## config.mk

```make
export PLATFORM = sky130hd
export DESIGN_NAME = amd_decoder
export DESIGN_NICKNAME = d
export VERILOG_FILES = /design/src/core/amd_pkg.sv /design/src/core/amd_decoder.sv
export VERILOG_INCLUDE_DIRS = /design/src /design/src/core
export SDC_FILE = /design/constraint.sdc
export NUM_CORES = 1
export LEC_CHECK = 0
export ABC_AREA = 1
export BUFFER_PORTS_ARGS = -buffer_cell sky130_fd_sc_hd__buf_4
export CORE_MARGIN = 3
export CORE_UTILIZATION = 45
export DETAILED_ROUTE_END_ITERATION = 8
export PLACE_DENSITY = 0.65
export SYNTH_ARGS = -nofsm -noshare
export SYNTH_HDL_FRONTEND = slang
export SYNTH_SLANG_ARGS = --single-unit
export TNS_END_PERCENT = 5
```

## constraint.sdc

```tcl
create_clock -name i_clk -period 4.9 [get_ports i_clk]
set_input_delay 0.49 -clock i_clk [delete_from_list [all_inputs] [get_ports i_clk]]
set_output_delay 0.49 -clock i_clk [all_outputs]
set_load 0.01 [all_outputs]
```

## src/core/amd_consts.svh

```systemverilog
`ifndef AMD_CONSTS_SVH
`define AMD_CONSTS_SVH
// prefix byte codes
`define AMD_PRE_Y 8'h90
`define AMD_PRE_IND 8'h92
`define AMD_PRE_YIND 8'h91
// page zero upper bound
`define AMD_PAGE0_TOP 16'h00ff
// reset values
`define AMD_RST_ADDR 16'h0000
`define AMD_RST_LEN 3'h0
`endif

```

## src/core/amd_pkg.sv

```systemverilog
package amd_pkg;
  // the seventeen addressing modes, grouped by first word
  typedef enum logic [4:0] {
    AMD_INH, AMD_IMM, AMD_DIR_S, AMD_DIR_L, AMD_IDX_N, AMD_IDX_S, AMD_IDX_L,
    AMD_IND_S, AMD_IND_L, AMD_INDX_S, AMD_INDX_L, AMD_REL_D, AMD_REL_I,
    AMD_BIT_D, AMD_BIT_I, AMD_BITR_D, AMD_BITR_I
  } amd_mode_e;
  typedef enum logic [4:0] {
    AMD_IDLE = 5'h01,
    AMD_OPB = 5'h02,
    AMD_PTR = 5'h04,
    AMD_PTR2 = 5'h08,
    AMD_DONE = 5'h10
  } amd_state_e;
endpackage

```

## src/core/amd_decoder.sv

```systemverilog
`timescale 1ns/1ps
`include "amd_consts.svh"
// Behaviour
// RQ1: seventeen addressing modes in nine groups are decoded from a mode input.
// RQ2: inherent mode fetches no operand byte; instruction length is one byte.
// RQ3: immediate mode takes one byte following opcode as operand value.
// RQ4: short forms stay in page zero, except short indexed which reaches 1FE; long forms reach full 64K.
// RQ5: short direct uses one fetched byte as page-zero address.
// RQ6: long direct uses two fetched bytes as a 16-bit address.
// RQ7: indexed address is unsigned sum of selected index and offset.
// RQ8: no-offset indexed fetches nothing, address is index value alone.
// RQ9: short indexed adds one offset byte, reaching up to 1FE.
// RQ10: long indexed adds a 16-bit offset to the index register.
// RQ11: indirect modes read a pointer from memory before operand access.
// RQ12: relative base is address of next instruction; reach -128..+127.
// RQ13: read-modify-write instructions are refused in long addressing forms.
// RQ14: three prefix bytes select Y index, indirect, or Y indirect forms.
// RQ15: short indirect reads a one-byte pointer, operand within page zero.
// RQ16: relative target adds an 8-bit signed offset to program counter.
// RQ17: long values take first fetched byte as high, second as low.
// RQ18: X index by default; a prefix byte counts in instruction length.
module amd_decoder (
  // clock and reset
  input wire logic i_clk,
  input wire logic i_rstn,
  // instruction request, valid for one cycle
  input wire logic i_start,
  input wire logic [7:0] i_prefix,
  input wire logic i_has_prefix,
  input wire amd_pkg::amd_mode_e i_mode,
  input wire logic i_rmw,
  input wire logic [15:0] i_pc_next,
  input wire logic [7:0] i_x,
  input wire logic [7:0] i_y,
  // memory read port
  output logic o_rd,
  output logic [15:0] o_rd_addr,
  input wire logic i_rd_valid,
  input wire logic [7:0] i_rd_data,
  // result
  output logic o_done,
  output logic [15:0] o_ea,
  output logic [7:0] o_imm,
  output logic [2:0] o_len,
  output logic o_illegal,
  output logic o_busy
);
  amd_pkg::amd_state_e state_reg, state_next;
  amd_pkg::amd_mode_e mode_reg, mode_next;
  logic [15:0] addr_reg, addr_next;
  logic [15:0] pc_reg, pc_next;
  logic [15:0] val_reg, val_next;
  logic [15:0] ea_reg, ea_next;
  logic [7:0] imm_reg, imm_next;
  logic [7:0] idx_reg, idx_next;
  logic [2:0] len_reg, len_next;
  logic [1:0] cnt_reg, cnt_next, need_reg, need_next;
  logic ill_reg, ill_next;
  logic [2:0] ops;
  logic [1:0] need;
  logic ind_pre, y_pre;
  logic long_form;
  amd_pkg::amd_mode_e eff_mode;
  // prefix decode
  always_comb
  begin
    // RQ14 prefix selection
    y_pre = i_has_prefix && (i_prefix == `AMD_PRE_Y || i_prefix == `AMD_PRE_YIND);
    ind_pre = i_has_prefix && (i_prefix == `AMD_PRE_IND || i_prefix == `AMD_PRE_YIND);
    eff_mode = i_mode;
    if (ind_pre)
    begin
      unique case (i_mode)
        amd_pkg::AMD_DIR_S: eff_mode = amd_pkg::AMD_IND_S;
        amd_pkg::AMD_DIR_L: eff_mode = amd_pkg::AMD_IND_L;
        amd_pkg::AMD_IDX_S: eff_mode = amd_pkg::AMD_INDX_S;
        amd_pkg::AMD_IDX_L: eff_mode = amd_pkg::AMD_INDX_L;
        amd_pkg::AMD_REL_D: eff_mode = amd_pkg::AMD_REL_I;
        amd_pkg::AMD_BIT_D: eff_mode = amd_pkg::AMD_BIT_I;
        amd_pkg::AMD_BITR_D: eff_mode = amd_pkg::AMD_BITR_I;
        default: eff_mode = i_mode;
      endcase
    end
  end
  // RQ1 operand bytes per mode
  always_comb
  begin
    ops = 3'h1;
    need = 2'h1;
    long_form = 1'b0;
    unique case (eff_mode)
      // RQ2 RQ8 no operand byte
      amd_pkg::AMD_INH, amd_pkg::AMD_IDX_N:
      begin
        ops = 3'h0;
        need = 2'h0;
      end
      amd_pkg::AMD_DIR_L, amd_pkg::AMD_IDX_L:
      begin
        ops = 3'h2;
        need = 2'h2;
        long_form = 1'b1;
      end
      amd_pkg::AMD_IND_L, amd_pkg::AMD_INDX_L: long_form = 1'b1;
      amd_pkg::AMD_BITR_D, amd_pkg::AMD_BITR_I: ops = 3'h2;
      default: ops = 3'h1;
    endcase
  end
  always_comb
  begin
    state_next = state_reg;
    mode_next = mode_reg;
    addr_next = addr_reg;
    pc_next = pc_reg;
    val_next = val_reg;
    ea_next = ea_reg;
    imm_next = imm_reg;
    idx_next = idx_reg;
    len_next = len_reg;
    cnt_next = cnt_reg;
    need_next = need_reg;
    ill_next = ill_reg;
    unique case (state_reg)
      amd_pkg::AMD_IDLE:
      begin
        if (i_start)
        begin
          mode_next = eff_mode;
          // RQ18 default X, prefix counted
          idx_next = y_pre ? i_y : i_x;
          len_next = 3'h1 + ops + {2'h0, i_has_prefix};
          // RQ13 rmw long refused
          ill_next = i_rmw && long_form;
          addr_next = i_pc_next - {13'h0, ops};
          pc_next = i_pc_next;
          val_next = 16'h0000;
          cnt_next = 2'h0;
          need_next = need;
          state_next = (need == 2'h0) ? amd_pkg::AMD_DONE : amd_pkg::AMD_OPB;
        end
      end
      amd_pkg::AMD_OPB:
      begin
        if (i_rd_valid)
        begin
          // RQ17 high byte first
          val_next = {val_reg[7:0], i_rd_data};
          addr_next = addr_reg + 16'h0001;
          cnt_next = cnt_reg + 2'h1;
          if (cnt_reg + 2'h1 == need_reg)
          begin
            unique case (mode_reg)
              amd_pkg::AMD_IND_S, amd_pkg::AMD_IND_L, amd_pkg::AMD_INDX_S,
              amd_pkg::AMD_INDX_L, amd_pkg::AMD_REL_I, amd_pkg::AMD_BIT_I,
              amd_pkg::AMD_BITR_I:
              begin
                // RQ11 pointer fetch next
                addr_next = {8'h00, i_rd_data};
                val_next = 16'h0000;
                state_next = amd_pkg::AMD_PTR;
              end
              default: state_next = amd_pkg::AMD_DONE;
            endcase
          end
        end
      end
      amd_pkg::AMD_PTR:
      begin
        if (i_rd_valid)
        begin
          val_next = {8'h00, i_rd_data};
          addr_next = addr_reg + 16'h0001;
          // RQ15 byte pointer for short forms, two-byte pointer for long forms
          state_next = (mode_reg == amd_pkg::AMD_IND_L || mode_reg == amd_pkg::AMD_INDX_L)
            ? amd_pkg::AMD_PTR2 : amd_pkg::AMD_DONE;
        end
      end
      amd_pkg::AMD_PTR2:
      begin
        if (i_rd_valid)
        begin
          val_next = {val_reg[7:0], i_rd_data};
          state_next = amd_pkg::AMD_DONE;
        end
      end
      amd_pkg::AMD_DONE: state_next = amd_pkg::AMD_IDLE;
    endcase
    if (state_reg != amd_pkg::AMD_IDLE && state_next == amd_pkg::AMD_DONE)
    begin
      // RQ3 operand value kept
      imm_next = val_next[7:0];
      unique case (mode_reg)
        // RQ4 RQ5 page zero short
        amd_pkg::AMD_DIR_S, amd_pkg::AMD_IND_S, amd_pkg::AMD_BIT_D, amd_pkg::AMD_BIT_I,
        amd_pkg::AMD_BITR_D, amd_pkg::AMD_BITR_I: ea_next = {8'h00, val_next[7:0]};
        // RQ6 long direct
        amd_pkg::AMD_DIR_L, amd_pkg::AMD_IND_L: ea_next = val_next;
        // RQ7 RQ9 RQ10 unsigned index sum
        amd_pkg::AMD_IDX_S, amd_pkg::AMD_INDX_S: ea_next = {8'h00, val_next[7:0]} + {8'h00, idx_reg};
        amd_pkg::AMD_IDX_L, amd_pkg::AMD_INDX_L: ea_next = val_next + {8'h00, idx_reg};
        // RQ12 RQ16 signed relative
        amd_pkg::AMD_REL_D, amd_pkg::AMD_REL_I:
          ea_next = pc_reg + {{8{val_next[7]}}, val_next[7:0]};
        default: ea_next = `AMD_RST_ADDR;
      endcase
    end
    else if (state_reg == amd_pkg::AMD_IDLE && state_next == amd_pkg::AMD_DONE)
    begin
      // RQ8 index alone
      ea_next = (mode_next == amd_pkg::AMD_IDX_N) ? {8'h00, idx_next} : `AMD_RST_ADDR;
    end
  end
  always_ff @(posedge i_clk or negedge i_rstn)
  begin
    if (!i_rstn)
    begin
      state_reg <= amd_pkg::AMD_IDLE;
      mode_reg <= amd_pkg::AMD_INH;
      addr_reg <= `AMD_RST_ADDR;
      pc_reg <= `AMD_RST_ADDR;
      val_reg <= `AMD_RST_ADDR;
      ea_reg <= `AMD_RST_ADDR;
      imm_reg <= 8'h00;
      idx_reg <= 8'h00;
      len_reg <= `AMD_RST_LEN;
      cnt_reg <= 2'h0;
      need_reg <= 2'h0;
      ill_reg <= 1'b0;
    end
    else
    begin
      state_reg <= state_next;
      mode_reg <= mode_next;
      addr_reg <= addr_next;
      pc_reg <= pc_next;
      val_reg <= val_next;
      ea_reg <= ea_next;
      imm_reg <= imm_next;
      idx_reg <= idx_next;
      len_reg <= len_next;
      cnt_reg <= cnt_next;
      need_reg <= need_next;
      ill_reg <= ill_next;
    end
  end
  ////////////////////////////////////////////////////////////////////////////
  assign o_rd = (state_reg == amd_pkg::AMD_OPB) || (state_reg == amd_pkg::AMD_PTR)
    || (state_reg == amd_pkg::AMD_PTR2);
  assign o_rd_addr = addr_reg;
  assign o_done = (state_reg == amd_pkg::AMD_DONE);
  assign o_ea = ea_reg;
  assign o_imm = imm_reg;
  assign o_len = len_reg;
  assign o_illegal = ill_reg;
  assign o_busy = (state_reg != amd_pkg::AMD_IDLE);
endmodule

```

* Word level (Yosys, flattened, before mapping) *
Index checks and enable logic that the tools add are counted.

operators by class
  add/subtract/negate cells = 8
  multiply operators = 0
  div/mod/pow operators = 0
  magnitude comparators = 0
  equal/unequal tests = 43
  shifts and indexed selects = 0
  muxes and demuxes = 39
  bitwise logic cells = 0
  reductions and logical operators = 28

operators with widths
  operator                                                          number
  16-bit 2-to-1 mux                                                 13
  16-bit case mux with 5 select lines                               1
  5-bit by 4-bit == test with 1-bit output (second input constant)  15
  16-bit case mux with 4 select lines                               1
  5-bit 2-to-1 mux                                                  11
  16-bit case mux with 3 select lines                               1
  5-bit by 3-bit == test with 1-bit output (second input constant)  9
  5-bit case mux with 7 select lines                                1
  8-bit 2-to-1 mux                                                  4
  5-bit by 2-bit == test with 1-bit output (second input constant)  6
  5-bit case mux with 5 select lines                                1
  8-bit == test (second input constant)                             3
  5-bit == test (second input constant)                             4
  16-bit by 1-bit adder with 16-bit output (second input constant)  1
  16-bit adder                                                      1
  16-bit by 8-bit adder with 16-bit output                          1
  16-bit by 3-bit subtractor with 16-bit output                     1
  2-bit case mux with 2 select lines                                3
  2-bit OR reduction                                                6
  8-bit by 8-bit adder with 9-bit output                            1
  4-bit OR reduction                                                2
  7-bit OR reduction                                                1
  2-bit inequality test (second input constant)                     3
  6-bit OR reduction                                                1
  other kinds (17)                                                  27

storage, ports and cells
  register bits = 98
  latch bits = 0
  RAM bits = 0
  ROM bits = 0
  input bits = 59
  output and inout bits = 47
  word-level logic and storage cells = 130
  memories kept = 0

* Longest topological paths before layout *
  depth after elaboration = 15
  gate-level depth with buffers = 28
  gate-level depth less buffers = 28

* Worst setup path after synthesis *
Ideal clock, no wire load.

  kind = input-to-reg
  start point = input port i_has_prefix
  end point = register addr_reg[14], in the netlist o_rd_addr[14]
  setup time = 0.132 ns
  data arrival time = 3.590 ns
  required time = 4.768 ns
  path slack = 1.178 ns
  stages on the path = 26
  buffers on the path = 0
  cell sequence = nand3_1 -> nor3_1 -> nand2_1 -> nor2_2 -> nand2_1 -> nand3_1 -> nand2_1 -> a21oi_1 -> nor2_1 -> nand3_1 -> nand3_1 -> nor2_1 -> ha_1 -> inv_1 -> fa_1 -> or2_2 -> nor2_1 -> inv_1 -> nor2_1 -> inv_1 -> nor2_1 -> nand4_1 -> o21ai_0 -> a21oi_1 -> o21ai_0 -> o21ai_0

between the ends
  word-level cells in the longest chain between the ends = 8
  elaborated cells between the ends (all ways) = 14
  those cells by class = add/sub (1); eq/ne (5); mux (4); reduce/logical (4)

RTL lines
  what                                                                    line                source
  from (decl)                                                             amd_decoder.sv:29   input wire logic i_has_prefix,
  1-bit logical AND *                                                     amd_decoder.sv:69   ind_pre = i_has_prefix && (i_prefix == `AMD_PRE_IND || i_prefix == `AMD_PRE_YIND);
  5-bit 2-to-1 mux *                                                      amd_decoder.sv:71   if (ind_pre)
  5-bit by 2-bit == test with 1-bit output, or another cell as far along  amd_decoder.sv:91   unique case (eff_mode)
  4-bit OR reduction (no line) or 2-bit OR reduction (tied branches)      -
  2-bit case mux with 2 select lines *                                    amd_decoder.sv:91
  16-bit by 3-bit subtractor with 16-bit output *                         amd_decoder.sv:134  addr_next = i_pc_next - {13'h0, ops};
  16-bit 2-to-1 mux *                                                     amd_decoder.sv:126  if (i_start)
  16-bit case mux with 3 select lines *                                   amd_decoder.sv:123  unique case (state_reg)
  to (signal assigned)                                                    amd_decoder.sv:219  addr_reg <= `AMD_RST_ADDR;
  to (signal assigned)                                                    amd_decoder.sv:234  addr_reg <= addr_next;
  to (decl)                                                               amd_decoder.sv:50   logic [15:0] addr_reg, addr_next;

Mark *: on every way between the ends. The rest lies on a longest branch, timed or not. The select of a mux whose other input is x is not followed.
A chain may end at the register's enable or synchronous reset.

* Worst setup path in the final report *
  start point = register state_reg[2]
  end point = register ea_reg[11], in the netlist o_ea[11]

between the ends
  elaborated cells between the ends (all ways) = 21
  those cells by class = add/sub (2); eq/ne (7); mux (9); reduce/logical (3)

RTL lines
  what                                                                      line                                    source
  from (decl)                                                               amd_decoder.sv:48                       amd_pkg::amd_state_e state_reg, state_next;
  from (signal assigned)                                                    amd_decoder.sv:217                      state_reg <= amd_pkg::AMD_IDLE;
  from (signal assigned)                                                    amd_decoder.sv:232                      state_reg <= state_next;
  5-bit by 4-bit == test with 1-bit output, or another cell as far along    amd_decoder.sv:123
  16-bit case mux with 4 select lines *                                     amd_decoder.sv:123
  via val_next[7]                                                           amd_decoder.sv:52                       logic [15:0] val_reg, val_next;
  16-bit adder or 16-bit by 8-bit adder with 16-bit output (tied branches)  amd_decoder.sv:203, amd_decoder.sv:200
  16-bit case mux with 5 select lines *                                     amd_decoder.sv:192                      unique case (mode_reg)
  16-bit 2-to-1 mux *                                                       amd_decoder.sv:188                      if (state_reg != amd_pkg::AMD_IDLE && state_next == amd_pkg::AMD_DONE)
  to (signal assigned)                                                      amd_decoder.sv:222                      ea_reg <= `AMD_RST_ADDR;
  to (signal assigned)                                                      amd_decoder.sv:237                      ea_reg <= ea_next;
  to (decl)                                                                 amd_decoder.sv:53                       logic [15:0] ea_reg, ea_next;

Mark *: on every way through the listed nets, which the timed path passes. The rest lies on a longest branch.

==> impl_table.tex <==
\begin{tabular}{lr}
\hline
Metric & Value \\
\hline
\multicolumn{2}{l}{\textbf{Setup path}} \\
\quad WP depth & 20 \\
\quad Cell mode on critical path & sky130\_fd\_sc\_hd\_\_nand2\_1 \\
\quad Maximum cell stage delay along the critical path & between 0.4 and 0.5 ns \\
\quad Arrival time at the worst endpoint & about 4.3 ns \\
\quad Type of destination of the critical path & flip-flop \\
\quad List of cells traversed by the critical path & nor2\_1, nand4\_1, nand2\_1, inv\_2, a21oi\_4, inv\_2, nand2\_1, nand2\_1, ha\_1, nand2\_1, o21bai\_1, a21oi\_1, o31ai\_1, nand2\_1, o2bb2ai\_1, or2\_2, nand3\_1, nand3\_1, nand2\_1, nand2\_1 \\
\quad Number of buffer and inverter stages on the critical path & 2 \\
\quad Kind of launch point of the worst setup path & flip-flop \\
\quad Cell with the largest stage delay on the worst path & sky130\_fd\_sc\_hd\_\_ha\_1 \\
\quad Reg-to-reg startpoint & state\_reg[2]\$\_DFF\_PN0\_ \\
\quad Critical Path Start & state\_reg[2]\$\_DFF\_PN0\_ \\
\quad Register-to-Register Path Depth & 20 \\
\quad Worst path required time & $\sim$5 ns \\
\quad Critical path start-end classification & flip-flop to flip-flop \\
\quad Top Family by Delay on Critical Path & simple AND/OR/NAND/NOR gates \\
\quad Crit-path max FO & 9 \\
\multicolumn{2}{l}{\textbf{STA}} \\
\quad Maximum clock skew at final layout & a little over 0.01 ns \\
\quad Endpoints failing setup & 0 \\
\quad Number of hold violations in the final report & 0 \\
\quad Slack of the critical path & a little under 0.9 ns \\
\quad Min Clock Period, post-route & just over 4 ns \\
\quad Total negative setup slack & 0 ns \\
\quad F\_max & between 200 and 250 MHz \\
\quad Max-slew violations & 0 \\
\quad Transition time of the tightest slew-check pin & between 0.8 and 0.9 ns \\
\quad Max-slew headroom & 0.401 \\
\quad Period utilization & 0.822 \\
\quad Setup repair after global routing missed its margin & no \\
\multicolumn{2}{l}{\textbf{Synth}} \\
\quad Synth cell count leaders & sky130\_fd\_sc\_hd\_\_nand2\_1 (285), sky130\_fd\_sc\_hd\_\_inv\_1 (147), sky130\_fd\_sc\_hd\_\_dfrtp\_1 (97) \\
\quad Average footprint of a synthesized cell & about 6.9 um2 \\
\quad Most used flip-flop cell after synthesis & sky130\_fd\_sc\_hd\_\_dfrtp\_1 \\
\quad Cell with the most instances after synthesis & sky130\_fd\_sc\_hd\_\_nand2\_1 \\
\quad Post-synth design cell area & $\sim$7300 um2 \\
\quad Synth top area cells & sky130\_fd\_sc\_hd\_\_dfrtp\_1 (33\%), sky130\_fd\_sc\_hd\_\_nand2\_1 (15\%), sky130\_fd\_sc\_hd\_\_inv\_1 (7.6\%) \\
\quad Number of library cell types mapped by synthesis & between 50 and 60 \\
\quad Yosys warns & 0 \\
\quad Synth top area share & 0.335 \\
\quad Syn Nets & between 1000 and 1500 \\
\quad Post-synthesis sequential element count & between 90 and 100 \\
\quad Cell count after synthesis & approximately 1100 \\
\quad Cell taking the most area after synthesis & sky130\_fd\_sc\_hd\_\_dfrtp\_1 \\
\quad Seq/Total Area, Yosys & 0.338 \\
\quad Post-synth EDFFs & 0 \\
\quad Proportion of register bits with asynchronous set or reset after synthesis & 1.00 \\
\multicolumn{2}{l}{\textbf{Global route}} \\
\quad Number of global-route vias before repair & approximately 6800 \\
\quad Overall overflow remaining after global route & 0 \\
\quad Pin count of the biggest net entering global routing & between 50 and 60 \\
\quad Total global routing track utilization & 0.247 \\
\quad Antenna violations before repair & 0 \\
\quad First-pass GRT wire length & 35.2 mm \\
\multicolumn{2}{l}{\textbf{Worst hold path}} \\
\quad Class of the tightest hold or removal check & input pin to asynchronous set/reset pin \\
\multicolumn{2}{l}{\textbf{Detailed routing}} \\
\quad Vias post-DR & 7286 \\
\quad Pre-antenna DRT Iters & 8 \\
\quad Count of nets left with antenna violations after detail routing & 0 \\
\quad Remaining design rule violation count & 0 \\
\quad Via density per instance & 5.27 \\
\quad Routed Wire Length & 21.7 mm \\
\quad Routed wire length per instance & 15.7 um \\
\quad Initial detailed-routing violation count & between 500 and 600 \\
\multicolumn{2}{l}{\textbf{Die}} \\
\quad Core area & about 15000 um2 \\
\quad Starting utilization of the core area & 0.468 \\
\quad Horizontal die dimension & about 130 um \\
\quad Die height & 133 um \\
\quad Num ports & about 110 \\
\quad Std-Cell Rows & 45 \\
\quad Die footprint & 17700 um2 \\
\multicolumn{2}{l}{\textbf{Power}} \\
\quad Internal power & 3220 uW \\
\quad Logic gate share of total power & 0.674 \\
\quad Power per cell area & $\sim$800 nW/um2 \\
\quad Share of total power consumed by net switching & 0.529 \\
\quad Part of the total power dissipated in the clock network & 0.102 \\
\quad Part of the power in registers & 0.224 \\
\quad Static Leak & 0.00446 uW \\
\quad Net switching component of the power & 3620 uW \\
\quad Max IR drop VDD & 315 uV \\
\multicolumn{2}{l}{\textbf{CTS}} \\
\quad Post-CTS repair timing setup buffer count & 0 \\
\quad CTS tree & yes \\
\quad Clock Tree Buf Depth & 2 \\
\quad Total CTS buffers & 9 \\
\quad Sink count of the clock tree & slightly below 100 \\
\quad Clock transition time at the flip-flop clock pins of the worst setup and hold paths & 0.08 ns \\
\quad Number of hold buffers added after cts & 0 \\
\quad Number of gates given a new drive strength after cts & 0 \\
\quad H-tree lvl count & 3 \\
\quad Root Buffer & sky130\_fd\_sc\_hd\_\_clkbuf\_16 \\
\quad Worst skew pair latency & around 0.36 ns \\
\multicolumn{2}{l}{\textbf{Final layout}} \\
\quad Growth of design area from synthesis to finish & 18.2\% \\
\quad Antenna cell count & 0 \\
\quad Post-route insts no fill & $\sim$1400 \\
\quad Area taken by multi-input logic gates & 4110 um2 \\
\quad Net total in the final layout & between 1000 and 1500 \\
\quad Area occupied by registers & between 2000 and 2500 um2 \\
\quad Share of cells above drive strength 1 & 0.153 \\
\quad Fillers & between 1500 and 2000 \\
\multicolumn{2}{l}{\textbf{Placement}} \\
\quad Pre-CTS WS & between 0.5 and 0.6 ns \\
\quad HPWL reported at the end of detailed placement & approximately 17 mm \\
\quad Last weighted congestion value of the routability-driven placer & a little over 0.9 \\
\quad Port Buffer Count & 105 \\
\quad Placed Cells & about 1400 \\
\multicolumn{2}{l}{\textbf{Flow run}} \\
\quad Reported max-cap violation count & 0 \\
\multicolumn{2}{l}{\textbf{Status}} \\
\quad Run status & finished clean \\
\hline
\end{tabular}
[power groups by stage]
stage | registers [uW] | clock network, uW | logic (uW)
after floorplan | 1530 | 0 | 3140
after global placement | 1530 | 0 | 4540
after detailed placement | 1540 | 0 | 4560
after CTS | 1530 | 702 | 4590
after global routing | 1590 | 730 | 5220
final | 1530 | 695 | 4610
[final timing paths]
| path | endpoint | slack (ns) |
|---|---|---|
| hold / removal | o_rd_addr[9]$_DFFE_PN0P_ | 0.17 |
| min in group i_clk | state_reg[0]$_DFF_PN1_ | 0.32 |
| setup / recovery | o_ea[11]$_DFFE_PN0P_ | 0.87 |
| max in group asynchronous | o_ea[0]$_DFFE_PN0P_ | 3.61 |
| hold reg to reg | pc_reg[7]$_DFFE_PN0P_ | 0.48 |
| setup reg to reg | o_ea[11]$_DFFE_PN0P_ | 0.87 |
[per-stage QoR]
step	hold WS [ns]	cell area [um2]	total power [uW]	utilization
after floorplan	0.194	7250	4670	-
after global placement	0.460	8290	6080	0.536
after detailed placement	0.465	8290	6100	0.536
after CTS	0.200	8570	6820	0.554
after global routing	0.221	8570	7530	0.554
final	0.173	8570	6840	0.554
[layer usage]
layer	vias up	routed length, um	track usage
li1	3717	-	-
met1	3343	10600	0.365
met2	199	9420	0.373
met3	27	1200	0.0354
met4	0	471	0.0751
met5	-	0	0
[area by class of cell]
| type | instances | area share |
|---|---|---|
| well taps | 211 | 0.0308 |
| multi-input cells | 785 | 0.480 |
| repair buffers | 117 | 0.102 |
| clock buffers | 10 | 0.0267 |
| clock inverters | 6 | 0.00584 |
| flip-flops and latches | 98 | 0.286 |
| inverters | 155 | 0.0682 |
[layout by cell type, fill, tap and decap left out, types with 3 or more instances in the layout]
cell,Yosys,routed
sky130_fd_sc_hd__o221ai_1,4,4
sky130_fd_sc_hd__nand2_2,8,8
sky130_fd_sc_hd__o31ai_1,3,3
sky130_fd_sc_hd__o211ai_1,11,11
sky130_fd_sc_hd__fa_1,3,3
sky130_fd_sc_hd__nand2_1,285,285
sky130_fd_sc_hd__o21ai_1,5,5
sky130_fd_sc_hd__xor2_1,10,10
sky130_fd_sc_hd__nand3_1,79,79
sky130_fd_sc_hd__ha_1,32,32
sky130_fd_sc_hd__nand4_1,20,20
sky130_fd_sc_hd__dfrtp_1,97,97
sky130_fd_sc_hd__a21o_1,4,4
sky130_fd_sc_hd__clkbuf_16,0,9
sky130_fd_sc_hd__inv_1,147,147
sky130_fd_sc_hd__a21oi_1,73,73
sky130_fd_sc_hd__o21ai_0,79,79
sky130_fd_sc_hd__nor2_1,82,82
sky130_fd_sc_hd__a22oi_1,6,6
sky130_fd_sc_hd__nor2_2,9,9
sky130_fd_sc_hd__nor3_1,9,9
sky130_fd_sc_hd__a31oi_1,7,7
sky130_fd_sc_hd__inv_2,4,4
sky130_fd_sc_hd__or2_2,12,12
sky130_fd_sc_hd__o22ai_1,11,11
sky130_fd_sc_hd__o21bai_1,4,4
sky130_fd_sc_hd__buf_4,0,117
sky130_fd_sc_hd__clkinv_1,3,3
[kinds of logic after synthesis]
logic type | after synthesis | synth area share
buf+inv | 175 | 0.0945
flops | 98 | 0.338
simple gates | 517 | 0.313
compound gates | 221 | 0.176
fa+ha+maj | 35 | 0.0635
xor+xnor | 12 | 0.0145
(Power assumes the default switching activity.)
